<file path="src/inc/vcds_consts.svh">
`ifndef VCDS_CONSTS_SVH
`define VCDS_CONSTS_SVH

// dac target counted in 6.25 mV steps
`define VCDS_STEP_UV 6250
`define VCDS_CODE_BASE 9'd258
`define VCDS_CODE_TOP 8'hb2
`define VCDS_CODE_OFF_LO 8'hfe
`define VCDS_MIN_STEPS 9'd80
`define VCDS_BOOT_STEPS 9'd176
`define VCDS_DAC_RST 9'h000

// timing, in ns as printed, and the clock period
`define VCDS_CLK_NS 100
`define VCDS_TD1_NS 1360000
`define VCDS_TD3_NS 85000
`define VCDS_TD5_NS 85000

// pin bus layout after synchronisation
`define VCDS_PIN_W 17
`define VCDS_PIN_VID_LSB 9
`define VCDS_PIN_LLI 8
`define VCDS_PIN_EN_PWR 7
`define VCDS_PIN_EN_VTT 6
`define VCDS_PIN_BIAS 5
`define VCDS_PIN_UV 4
`define VCDS_PIN_OV 3
`define VCDS_PIN_OC 2
`define VCDS_PIN_WIN 1
`define VCDS_PIN_SSOSC 0

`endif

</file>
<file path="src/inc/vcds_pkg.sv">
package vcds_pkg;

  typedef enum logic [7:0] {
    VCDS_SHUT = 8'h01,
    VCDS_DLY = 8'h02,
    VCDS_RAMP1 = 8'h04,
    VCDS_BOOT = 8'h08,
    VCDS_RAMP2 = 8'h10,
    VCDS_RDY_DLY = 8'h20,
    VCDS_RUN = 8'h40,
    VCDS_OFF = 8'h80
  } vcds_state_e;

  typedef struct packed {
    logic off;
    logic [8:0] steps;
  } vcds_dec_s;

  typedef struct packed {
    logic ocp_boost;
    logic ovp_max;
    logic phase_drop;
  } vcds_prot_s;

endpackage

</file>
<file path="src/core/vcds_sync.sv">
`timescale 1ns/100ps
module vcds_sync #(
  parameter int W = 1
) (
  // clocking
  input wire logic ref_clk,
  input wire logic reset,
  input wire logic clk_en,
  // pins in, settled levels out
  input wire logic [W-1:0] pin_in,
  output logic [W-1:0] level_out
);

  logic [W-1:0] s1_reg;
  logic [W-1:0] s2_reg;
  logic [W-1:0] s3_reg;
  logic [W-1:0] level_next;

  // a bit only moves once stages two and three agree
  always_comb begin
    for (int i = 0; i < W; i++) begin
      level_next[i] = (s2_reg[i] == s3_reg[i]) ? s3_reg[i] : level_out[i];
    end
  end

  always_ff @(posedge ref_clk) begin
    if (reset) begin
      s1_reg <= '0;
      s2_reg <= '0;
      s3_reg <= '0;
      level_out <= '0;
    end else if (clk_en) begin
      s1_reg <= pin_in;
      s2_reg <= s1_reg;
      s3_reg <= s2_reg;
      level_out <= level_next;
    end
  end

endmodule

</file>
<file path="src/core/vcds_top.sv">
// How it works
// - fixed lookup of 8-bit code to target; two top codes mean output off
// - while running, follow code changes step by step without jumps
// - raise overcurrent threshold during code transitions, upward and downward
// - overvoltage threshold goes to its maximum during code transitions
// - transition under light-load indicator forces all phases until it completes
// - soft-start begins only once both enables and bias are good
// - ready goes high only after soft-start with output in window
// - off code after boot plateau shuts down until enable or bias cycles
// - soft-start ramps move the dac one 6.25 mV step per oscillator tick
// - before ready, ignore light-load indicator and run all phases
// - ready low on uv, ov, oc, disable, reset or off code
`timescale 1ns/100ps
`include "vcds_consts.svh"
module vcds_top import vcds_pkg::*; #(
  parameter int TD1_CYC = (`VCDS_TD1_NS + `VCDS_CLK_NS - 1) / `VCDS_CLK_NS,
  parameter int TD3_CYC = (`VCDS_TD3_NS + `VCDS_CLK_NS - 1) / `VCDS_CLK_NS,
  parameter int TD5_CYC = (`VCDS_TD5_NS + `VCDS_CLK_NS - 1) / `VCDS_CLK_NS
) (
  // clocking
  input wire logic ref_clk,
  input wire logic reset,
  input wire logic clk_en,
  // processor side
  input wire logic [7:0] voltage_select_code,
  input wire logic light_load_indicator_n,
  // enables and bias
  input wire logic en_pwr,
  input wire logic en_vtt,
  input wire logic bias_ok,
  // analog monitors and soft-start oscillator
  input wire logic uv_fault,
  input wire logic ov_fault,
  input wire logic oc_fault,
  input wire logic vout_in_window,
  input wire logic ss_osc,
  // regulator controls
  output logic [8:0] dac_target,
  output logic pwm_enable,
  output vcds_prot_s prot_ctrl,
  output logic regulator_ready_out
);

  localparam int CNT_W = 16;

  logic [`VCDS_PIN_W-1:0] pins;
  logic [7:0] code;
  logic lli_n;
  logic enabled;
  logic faults;
  logic ss_prev_reg;
  logic ss_tick;
  vcds_dec_s dec;
  vcds_state_e state_reg;
  vcds_state_e state_next;
  logic [CNT_W-1:0] cnt_reg;
  logic [CNT_W-1:0] cnt_next;
  logic [8:0] dac_reg;
  logic [8:0] dac_next;
  logic trans;
  logic ready_next;
  logic pwm_next;
  vcds_prot_s prot_next;

  function automatic vcds_dec_s vcds_decode(input logic [7:0] c);
    vcds_dec_s d;
    d.off = (c >= `VCDS_CODE_OFF_LO);
    // codes past the lowest valid entry hold the lowest target
    if (c <= `VCDS_CODE_TOP) begin
      d.steps = 9'(`VCDS_CODE_BASE - {1'b0, c});
    end else begin
      d.steps = `VCDS_MIN_STEPS;
    end
    return d;
  endfunction

  // one lsb per call keeps the reference free of jumps
  function automatic logic [8:0] vcds_step(input logic [8:0] cur, input logic [8:0] tgt);
    if (cur < tgt) begin
      return 9'(cur + 9'd1);
    end else if (cur > tgt) begin
      return 9'(cur - 9'd1);
    end else begin
      return cur;
    end
  endfunction

  vcds_sync #(
    .W(`VCDS_PIN_W)
  ) u_sync (
    .ref_clk(ref_clk),
    .reset(reset),
    .clk_en(clk_en),
    .pin_in({voltage_select_code, light_load_indicator_n, en_pwr, en_vtt, bias_ok,
             uv_fault, ov_fault, oc_fault, vout_in_window, ss_osc}),
    .level_out(pins)
  );

  assign code = pins[`VCDS_PIN_VID_LSB +: 8];
  assign lli_n = pins[`VCDS_PIN_LLI];
  assign enabled = pins[`VCDS_PIN_EN_PWR] & pins[`VCDS_PIN_EN_VTT] & pins[`VCDS_PIN_BIAS];
  assign faults = pins[`VCDS_PIN_UV] | pins[`VCDS_PIN_OV] | pins[`VCDS_PIN_OC];
  assign ss_tick = pins[`VCDS_PIN_SSOSC] & ~ss_prev_reg;
  assign dec = vcds_decode(code);

  // sequencer and dac target
  always_comb begin
    state_next = state_reg;
    cnt_next = cnt_reg;
    dac_next = dac_reg;
    if (!enabled) begin
      // losing any enable or bias, or a reset, is the only way out of the off latch
      state_next = VCDS_SHUT;
      cnt_next = '0;
      dac_next = `VCDS_DAC_RST;
    end else begin
      unique case (state_reg)
        VCDS_SHUT: begin
          state_next = VCDS_DLY;
          cnt_next = '0;
        end
        VCDS_DLY: begin
          cnt_next = CNT_W'(cnt_reg + 1'b1);
          if (cnt_reg == CNT_W'(TD1_CYC - 1)) begin
            state_next = VCDS_RAMP1;
            cnt_next = '0;
          end
        end
        VCDS_RAMP1: begin
          if (dac_reg == `VCDS_BOOT_STEPS) begin
            state_next = VCDS_BOOT;
            cnt_next = '0;
          end else if (ss_tick) begin
            dac_next = vcds_step(dac_reg, `VCDS_BOOT_STEPS);
          end
        end
        VCDS_BOOT: begin
          cnt_next = CNT_W'(cnt_reg + 1'b1);
          if (cnt_reg == CNT_W'(TD3_CYC - 1)) begin
            cnt_next = '0;
            if (dec.off) begin
              state_next = VCDS_OFF;
              dac_next = `VCDS_DAC_RST;
            end else begin
              state_next = VCDS_RAMP2;
            end
          end
        end
        VCDS_RAMP2: begin
          if (dac_reg == dec.steps) begin
            state_next = VCDS_RDY_DLY;
            cnt_next = '0;
          end else if (ss_tick) begin
            dac_next = vcds_step(dac_reg, dec.steps);
          end
        end
        VCDS_RDY_DLY: begin
          cnt_next = CNT_W'(cnt_reg + 1'b1);
          if (cnt_reg == CNT_W'(TD5_CYC - 1)) begin
            state_next = VCDS_RUN;
            cnt_next = '0;
          end
        end
        VCDS_RUN: begin
          if (dec.off) begin
            state_next = VCDS_OFF;
            dac_next = `VCDS_DAC_RST;
          end else if (ss_tick) begin
            // relies on the processor pacing its code steps
            dac_next = vcds_step(dac_reg, dec.steps);
          end
        end
        VCDS_OFF: begin
          dac_next = `VCDS_DAC_RST;
        end
        default: begin
          state_next = VCDS_SHUT;
          cnt_next = '0;
          dac_next = `VCDS_DAC_RST;
        end
      endcase
    end
  end

  // protection thresholds, phase control and ready
  always_comb begin
    trans = (state_reg == VCDS_RUN) && (dac_reg != dec.steps);
    prot_next.ocp_boost = trans;
    prot_next.ovp_max = trans;
    ready_next = (state_reg == VCDS_RUN) && enabled && !dec.off && !faults
                 && pins[`VCDS_PIN_WIN];
    // any transition pins all phases; indicator counts only on the edge ready stands
    prot_next.phase_drop = ready_next && !trans && !lli_n;
    // next state, so switching stops on the same edge the dac is cleared
    pwm_next = enabled && (state_next != VCDS_SHUT) && (state_next != VCDS_DLY)
               && (state_next != VCDS_OFF);
  end

  always_ff @(posedge ref_clk) begin
    if (reset) begin
      state_reg <= VCDS_SHUT;
      cnt_reg <= '0;
      dac_reg <= `VCDS_DAC_RST;
      ss_prev_reg <= 1'b0;
      dac_target <= `VCDS_DAC_RST;
      pwm_enable <= 1'b0;
      prot_ctrl <= '0;
      regulator_ready_out <= 1'b0;
    end else if (clk_en) begin
      state_reg <= state_next;
      cnt_reg <= cnt_next;
      dac_reg <= dac_next;
      ss_prev_reg <= pins[`VCDS_PIN_SSOSC];
      dac_target <= dac_next;
      pwm_enable <= pwm_next;
      prot_ctrl <= prot_next;
      regulator_ready_out <= ready_next;
    end
  end

endmodule

</file>
<file path="config.mk">
export PLATFORM = sky130hd
export DESIGN_NAME = vcds_top
export DESIGN_NICKNAME = d
export VERILOG_FILES = /design/src/inc/vcds_pkg.sv /design/src/core/vcds_sync.sv /design/src/core/vcds_top.sv
export VERILOG_INCLUDE_DIRS = /design/src /design/src/inc
export SDC_FILE = /design/constraint.sdc
export NUM_CORES = 1
export LEC_CHECK = 0
export BUFFER_PORTS_ARGS = -buffer_cell sky130_fd_sc_hd__buf_2
export CAP_MARGIN = 30
export CORE_MARGIN = 2
export CORE_UTILIZATION = 61
export DETAILED_ROUTE_END_ITERATION = 8
export PLACE_DENSITY_LB_ADDON = 0.05
export RECOVER_POWER = 25
export SLEW_MARGIN = 5
export SYNTH_ARGS = -nofsm -noshare
export SYNTH_HDL_FRONTEND = slang
export SYNTH_SLANG_ARGS = --single-unit
</file>
<file path="constraint.sdc">
create_clock -name ref_clk -period 3.86 [get_ports ref_clk]
set_input_delay 0.386 -clock ref_clk [delete_from_list [all_inputs] [get_ports ref_clk]]
set_output_delay 0.386 -clock ref_clk [all_outputs]
set_load 0.05 [all_outputs]
</file>
**After elaboration in Yosys (flattened, before gate mapping)**

Index checks and enable logic that the tools add are counted.

- Reduce and logical (&&, ||, !) cells: 36
- Mux-type cells: 29
- Eq/ne operators: 43
- Bitwise operators: 6
- Add/sub/neg operators: 4
- Order comparisons: 6

Operator list:

| cell | count |
|---|---|
| 9-bit 2-to-1 mux | 13 |
| 16-bit 2-to-1 mux | 5 |
| 16-bit one-hot mux with 5 select lines | 1 |
| 8-bit 2-to-1 mux | 8 |
| 8-bit one-hot mux with 8 select lines | 1 |
| 9-bit one-hot mux with 5 select lines | 1 |
| 2-bit AND reduction | 17 |
| 3-bit != test, second input constant | 7 |
| 1-bit equality test | 17 |
| 16-bit by 1-bit adder with 16-bit output, second input constant | 1 |
| 16-bit by 10-bit equality test with 1-bit output, second input constant | 1 |
| 16-bit by 14-bit equality test with 1-bit output, second input constant | 1 |
| 1-bit logical AND | 10 |
| 9-bit by 1-bit adder with 9-bit output, second input constant | 1 |
| 9-bit by 8-bit equality test with 1-bit output, second input constant | 1 |
| 9-bit equality test | 1 |
| 9-bit by 8-bit > comparator with 1-bit output, second input constant | 1 |
| 9-bit > comparator | 1 |
| 9-bit by 8-bit < comparator with 1-bit output, second input constant | 1 |
| 9-bit < comparator | 1 |
| 9-bit != test | 1 |
| 9-bit by 1-bit subtractor with 9-bit output, second input constant | 1 |
| 9-bit by 8-bit subtractor with 9-bit output, first input constant | 1 |
| 8-bit by 1-bit equality test with 1-bit output, second input constant | 1 |
| 22 further kinds | 30 |

- Output and inout port bits: 14
- Register bits: 106
- Input bits: 20

**Logic depth before layout (Yosys ltp)**

- Depth after elaboration: 10
- Depth in mapped cells: 15
- Mapped depth without buffers: 13

**Cells and area by module**

A second synthesis with hierarchy kept.

- Cells, all modules: 705
- Area total of the unflattened synthesis: 6112.1 um2

Modules (own cells, without submodules):

| module | area each (um2) | sequential area each (um2) | times used | cells each |
|---|---|---|---|---|
| vcds_top | 3403.3 | 760.7 | 1 | 432 |
| vcds_sync | 2708.8 | 1361.3 | 1 | 273 |

**Worst setup path after synthesis**

Ideal clock, no wire load.

- Kind: register to register
- Start point: reg u_sync.level_out[10]
- End point: reg cnt_reg[3]
- Required time: 3.743 ns
- Buffers on the path: 1
- Path slack: 0.580 ns
- Library setup time: 0.117 ns
- Cell stages (with the launch flop): 15
- Arrival: 3.163 ns
- Cells stage by stage: dfxtp_1 > a21o_1 > nor2_1 > nor2_1 > o21ai_0 > nand3b_1 > ha_1 > and4_1 > and3_1 > clkbuf_1 > o22ai_1 > o21ai_1 > or4b_1 > xor2_1 > nor2_1

- Longest elaborated chain between the ends: 5
- Elaborated cells on any way between the ends: 6

RTL lines:

| element | RTL line | RTL |
|---|---|---|
| start, declared | vcds_sync.sv:11 | `output logic [W-1:0] level_out` |
| start signal, assigned | vcds_sync.sv:36 | `level_out <= level_next;` |
| 9-bit by 8-bit subtractor with 9-bit output (no source line) / 8-bit less-or-equal comparator (equally long branches) | n/a |  |
| 9-bit 2-to-1 mux * | vcds_top.sv:69 | `` if (c <= `VCDS_CODE_TOP) begin `` |
| 9-bit equality test * | vcds_top.sv:150 | `if (dac_reg == dec.steps) begin` |
| 3-bit != test (no source line) * | n/a |  |
| 4-bit AND reduction (no source line) * | n/a |  |
| end signal, assigned | vcds_top.sv:211 | `cnt_reg <= cnt_next;` |
| end, declared | vcds_top.sv:56 | `logic [CNT_W-1:0] cnt_reg;` |

Mark *: on every way between the ends. The rest lies on a longest branch, timed or not.
A chain may end at the register's enable or synchronous reset.

**Worst setup path after layout**

- Start point: reg u_sync.level_out[9]
- End point: reg cnt_reg[3]

Same word-level chain as after synthesis.

==> impl_metrics.csv <==
group,metric,value,unit
status,run_status,"finished with violations",
status,violations,"capacitance limit, slew limit",
clock_network,root_buffer,"clkbuf_8",
power_and_ir_drop,p_per_area,311,nW/um^2
route,wl_met2,6.19,mm
route,vias_per_cell,6.03,
logic_synthesis,netlist_instances,689,
job,cap_viol_max_count,2,
worst_setup_path,crit_path_start_kind,"flop",
layout,drive_gt1_share,9.22,%
timing,rsz0062_at_grt,"no",
die,row_count,35,
logic_synthesis,synth_area,5810,um^2
timing,setup_tns,0,ns
place,port_buffers,33,
die,dieArea,10300,um^2
worst_setup_path,critPathSlowestCell,"or4b_1",
power_and_ir_drop,p_switching,0.520,mW
clock_network,h-tree-depth,3,
global_route,gr-total-overflow,0,
route,route.detailed.drc,0,
layout,diodes,0,
logic_synthesis,synth_edf_count,0,
power_and_ir_drop,ir_worst_vdd,0.309,mV
power_and_ir_drop,total_power,1.93,mW
worst_setup_path,crit_family,"simple AND/OR/NAND/NOR gates",
worst_setup_path,path_cells,"ha_1 -> nor3_1 -> a21oi_1 -> a22o_1 -> ha_1 -> and4_1 -> and3_1 -> o22ai_1 -> o21ai_1 -> or4b_1 -> xor2_1 -> nor2_1",
timing,slew_headroom,-7.92,%
layout,multiInputGateArea,3460,um^2
power_and_ir_drop,power_leakage,2.59,nW
timing,min_period,3.51,ns
route,highest_layer,"met4",
timing,setup_viol,0,
logic_synthesis,synth_fp_nets,725,
worst_setup_path,crit_top_cell,"ha_1",
timing,period_share,91.0,%
timing,slew_violations,92,
logic_synthesis,yosysWarnings,0,
route,ant_nets,0,
layout,syn_to_final_growth,6.99,%
global_route,grt_pass1_wl,22.7,mm
clock_network,clockBufferDepth,2,
logic_synthesis,synth-seq-cells,106,
timing,max_freq,285,MHz
route,dr.pass1.iters,5,
clock_network,cts_tree,"yes",
die,die_x,102,um
power_and_ir_drop,switching_share,26.9,%
layout,utilization,67.3,%
logic_synthesis,synthDistinctLibCells,70,
layout,fillers,789,
clock_network,cts_sinks,106,
layout,fin_nets,736,
worst_setup_path,critPathMaxStageDelay,0.49,ns
worst_setup_path,critPathKind,"reg -> reg",
global_route,grt_max_degree,58,
worst_setup_path,endpoint_kind,"flop",
logic_synthesis,async_reset_ff_share,0,%
route,wl_met1,6.41,mm
route,via_count,5031,
timing,worst_pin_slew,1.62,ns
clock_network,clk_latency,0.39,ns
route,drt_iter0_drc,223,
die,die_h,102,um
power_and_ir_drop,seq_power_share,58.5,%
clock_network,cts-buffers-inserted,9,
route,wl_per_cell,16.1,um
logic_synthesis,syn-mean-instance-area,8.44,um^2
clock_network,cts.clk_slew.worst_paths,0.11,ns
power_and_ir_drop,intPower,1.41,mW
power_and_ir_drop,combPwrFrac,5.8,%
worst_setup_path,crit_required,4.12,ns
die,io_pins,34,
global_route,antenna_found_initial,0,
route,wl,13.5,mm
worst_hold_path,worstHoldPathType,"in -> reg",
logic_synthesis,synth-seq-area-share,36.5,%
logic_synthesis,synth_ff_type,"dfxtp_1",
die,initial_core_util,62.9,%
worst_setup_path,crit_buf_inv,0,
timing,skew,0.0163,ns
timing,hold_violations,0,
die,core_area,9240,um^2
worst_setup_path,path_max_fanout,6,
place,dp_hpwl,9.21,mm
place,place_congestion,0.897,
global_route,grt_usage,27.3,%
power_and_ir_drop,clkPwrFrac,35.7,%
worst_setup_path,arrival,3.78,ns
route,wl_met3,568,um
global_route,grt_pass1_vias,4767,
layout,seq_area,2120,um^2
clock_network,cts_setup_buffers,0,
-- Yosys cell counts (all sizes together), types with 4 or more instances --
| library cell | instances | area (um^2) |
|---|---|---|
| nand3 | 15 | 75.1 |
| and4 | 7 | 61.3 |
| a31oi | 6 | 52.6 |
| or4 | 4 | 30.0 |
| nand2b | 8 | 50.1 |
| xor2 | 18 | 158 |
| inv | 13 | 48.8 |
| mux2i | 60 | 601 |
| buf | 14 | 66.3 |
| o211ai | 5 | 37.5 |
| ha | 16 | 200 |
| clkbuf | 30 | 114 |
| nand4b | 4 | 41.3 |
| nand2 | 52 | 195 |
| nand3b | 4 | 30.0 |
| a21o | 21 | 158 |
| xnor2 | 8 | 70.1 |
| and2 | 7 | 43.8 |
| and3 | 10 | 62.6 |
| nor3 | 18 | 113 |
| nor4 | 5 | 31.3 |
| nand4 | 18 | 119 |
| a211oi | 4 | 30.0 |
| o21ai | 41 | 209 |
| nor2 | 99 | 372 |
| a21oi | 38 | 190 |
| dfxtp | 106 | 2120 |
-- power groups by stage --
stage / Clock, mW / Combinational (mW) / Sequential [mW]
2_1_floorplan: 0 / 0.0869 / 1.15
3_3_place_gp: 0 / 0.107 / 1.15
3_5_place_dp: 0 / 0.111 / 1.16
4_1_cts: 0.704 / 0.111 / 1.13
5_1_grt: 0.741 / 0.125 / 1.13
6_report: 0.690 / 0.112 / 1.13
-- what timing repair did --
| action | CTS | global route |
|---|---|---|
| hold buffers | 0 | 0 |
| setup endpoints to repair | 0 | 1 |
| resized for setup | 0 | 1 |
-- per-layer routing --
metal	up-vias	GRT usage, %
li1	2504	-
met1	2364	36.1
met2	134	44.5
met3	29	4.97
met4	0	10.1
met5	-	0
-- tightest hold or removal path, cell delays in order --
cell and delay, ns:
buf_2 0.07, mux2i_1 0.05, nor2_1 0.07
-- cell families (layout without fill, tap and decap cells) --
group	count (synthesis)	in the layout	synth area share [%]
flip-flops	106	106	36.5
multiplexers	62	62	10.7
XOR/XNOR	26	26	3.92
AND/OR/NAND/NOR	273	273	24.5
buffers and inverters	57	73	3.94
AO/OA/AOI/OAI	149	149	17.0
adder cells (fa/ha/maj)	16	16	3.44
-- layout make-up --
class	instances	area share [%]
flip-flops and latches	106	34.1
repair buffers	44	3.76
inverters	13	0.784
multi-input cells	526	55.7
clock buffers	9	1.99
well taps	129	2.59
clock inverters	7	1.09
-- worst paths after layout --
path                                        startpoint             endpoint  slack [ns]  cells after the start
worst max register to register     u_sync.level_out[9]           cnt_reg[3]        0.35                     12
worst min register to register        u_sync.s2_reg[5]  u_sync.level_out[5]        0.47                      2
worst max-delay path               u_sync.level_out[9]           cnt_reg[3]        0.35                     12
worst min-delay path            voltage_select_code[0]     u_sync.s1_reg[9]        0.23                      3
-- cell usage in the layout (no fill, tap or decap), drive strengths merged, types with 6 or more instances in the layout --
master	n
and2	7
o21ai	41
xnor2	8
xor2	18
nor2	99
a21o	21
nor3	18
and4	7
a31oi	6
clkbuf	19
dfxtp	106
mux2i	60
nand3	15
nand4	18
a21oi	38
nand2b	8
inv	17
nand2	52
buf	34
ha	16
and3	10
-- stage by stage --
stage / hold WS (ns) / worst slack (ns) / cells / instance area [um^2]
5_1_grt: 0.230 / 0.103 / 834 / 6220
3_5_place_dp: 0.465 / 0.353 / 818 / 6050
2_1_floorplan: 0.444 / 0.580 / 689 / 5810
3_3_place_gp: 0.456 / 0.492 / 818 / 6050
4_1_cts: 0.214 / 0.326 / 834 / 6240
6_report: 0.226 / 0.349 / 834 / 6220
(Power assumes the default switching activity.)
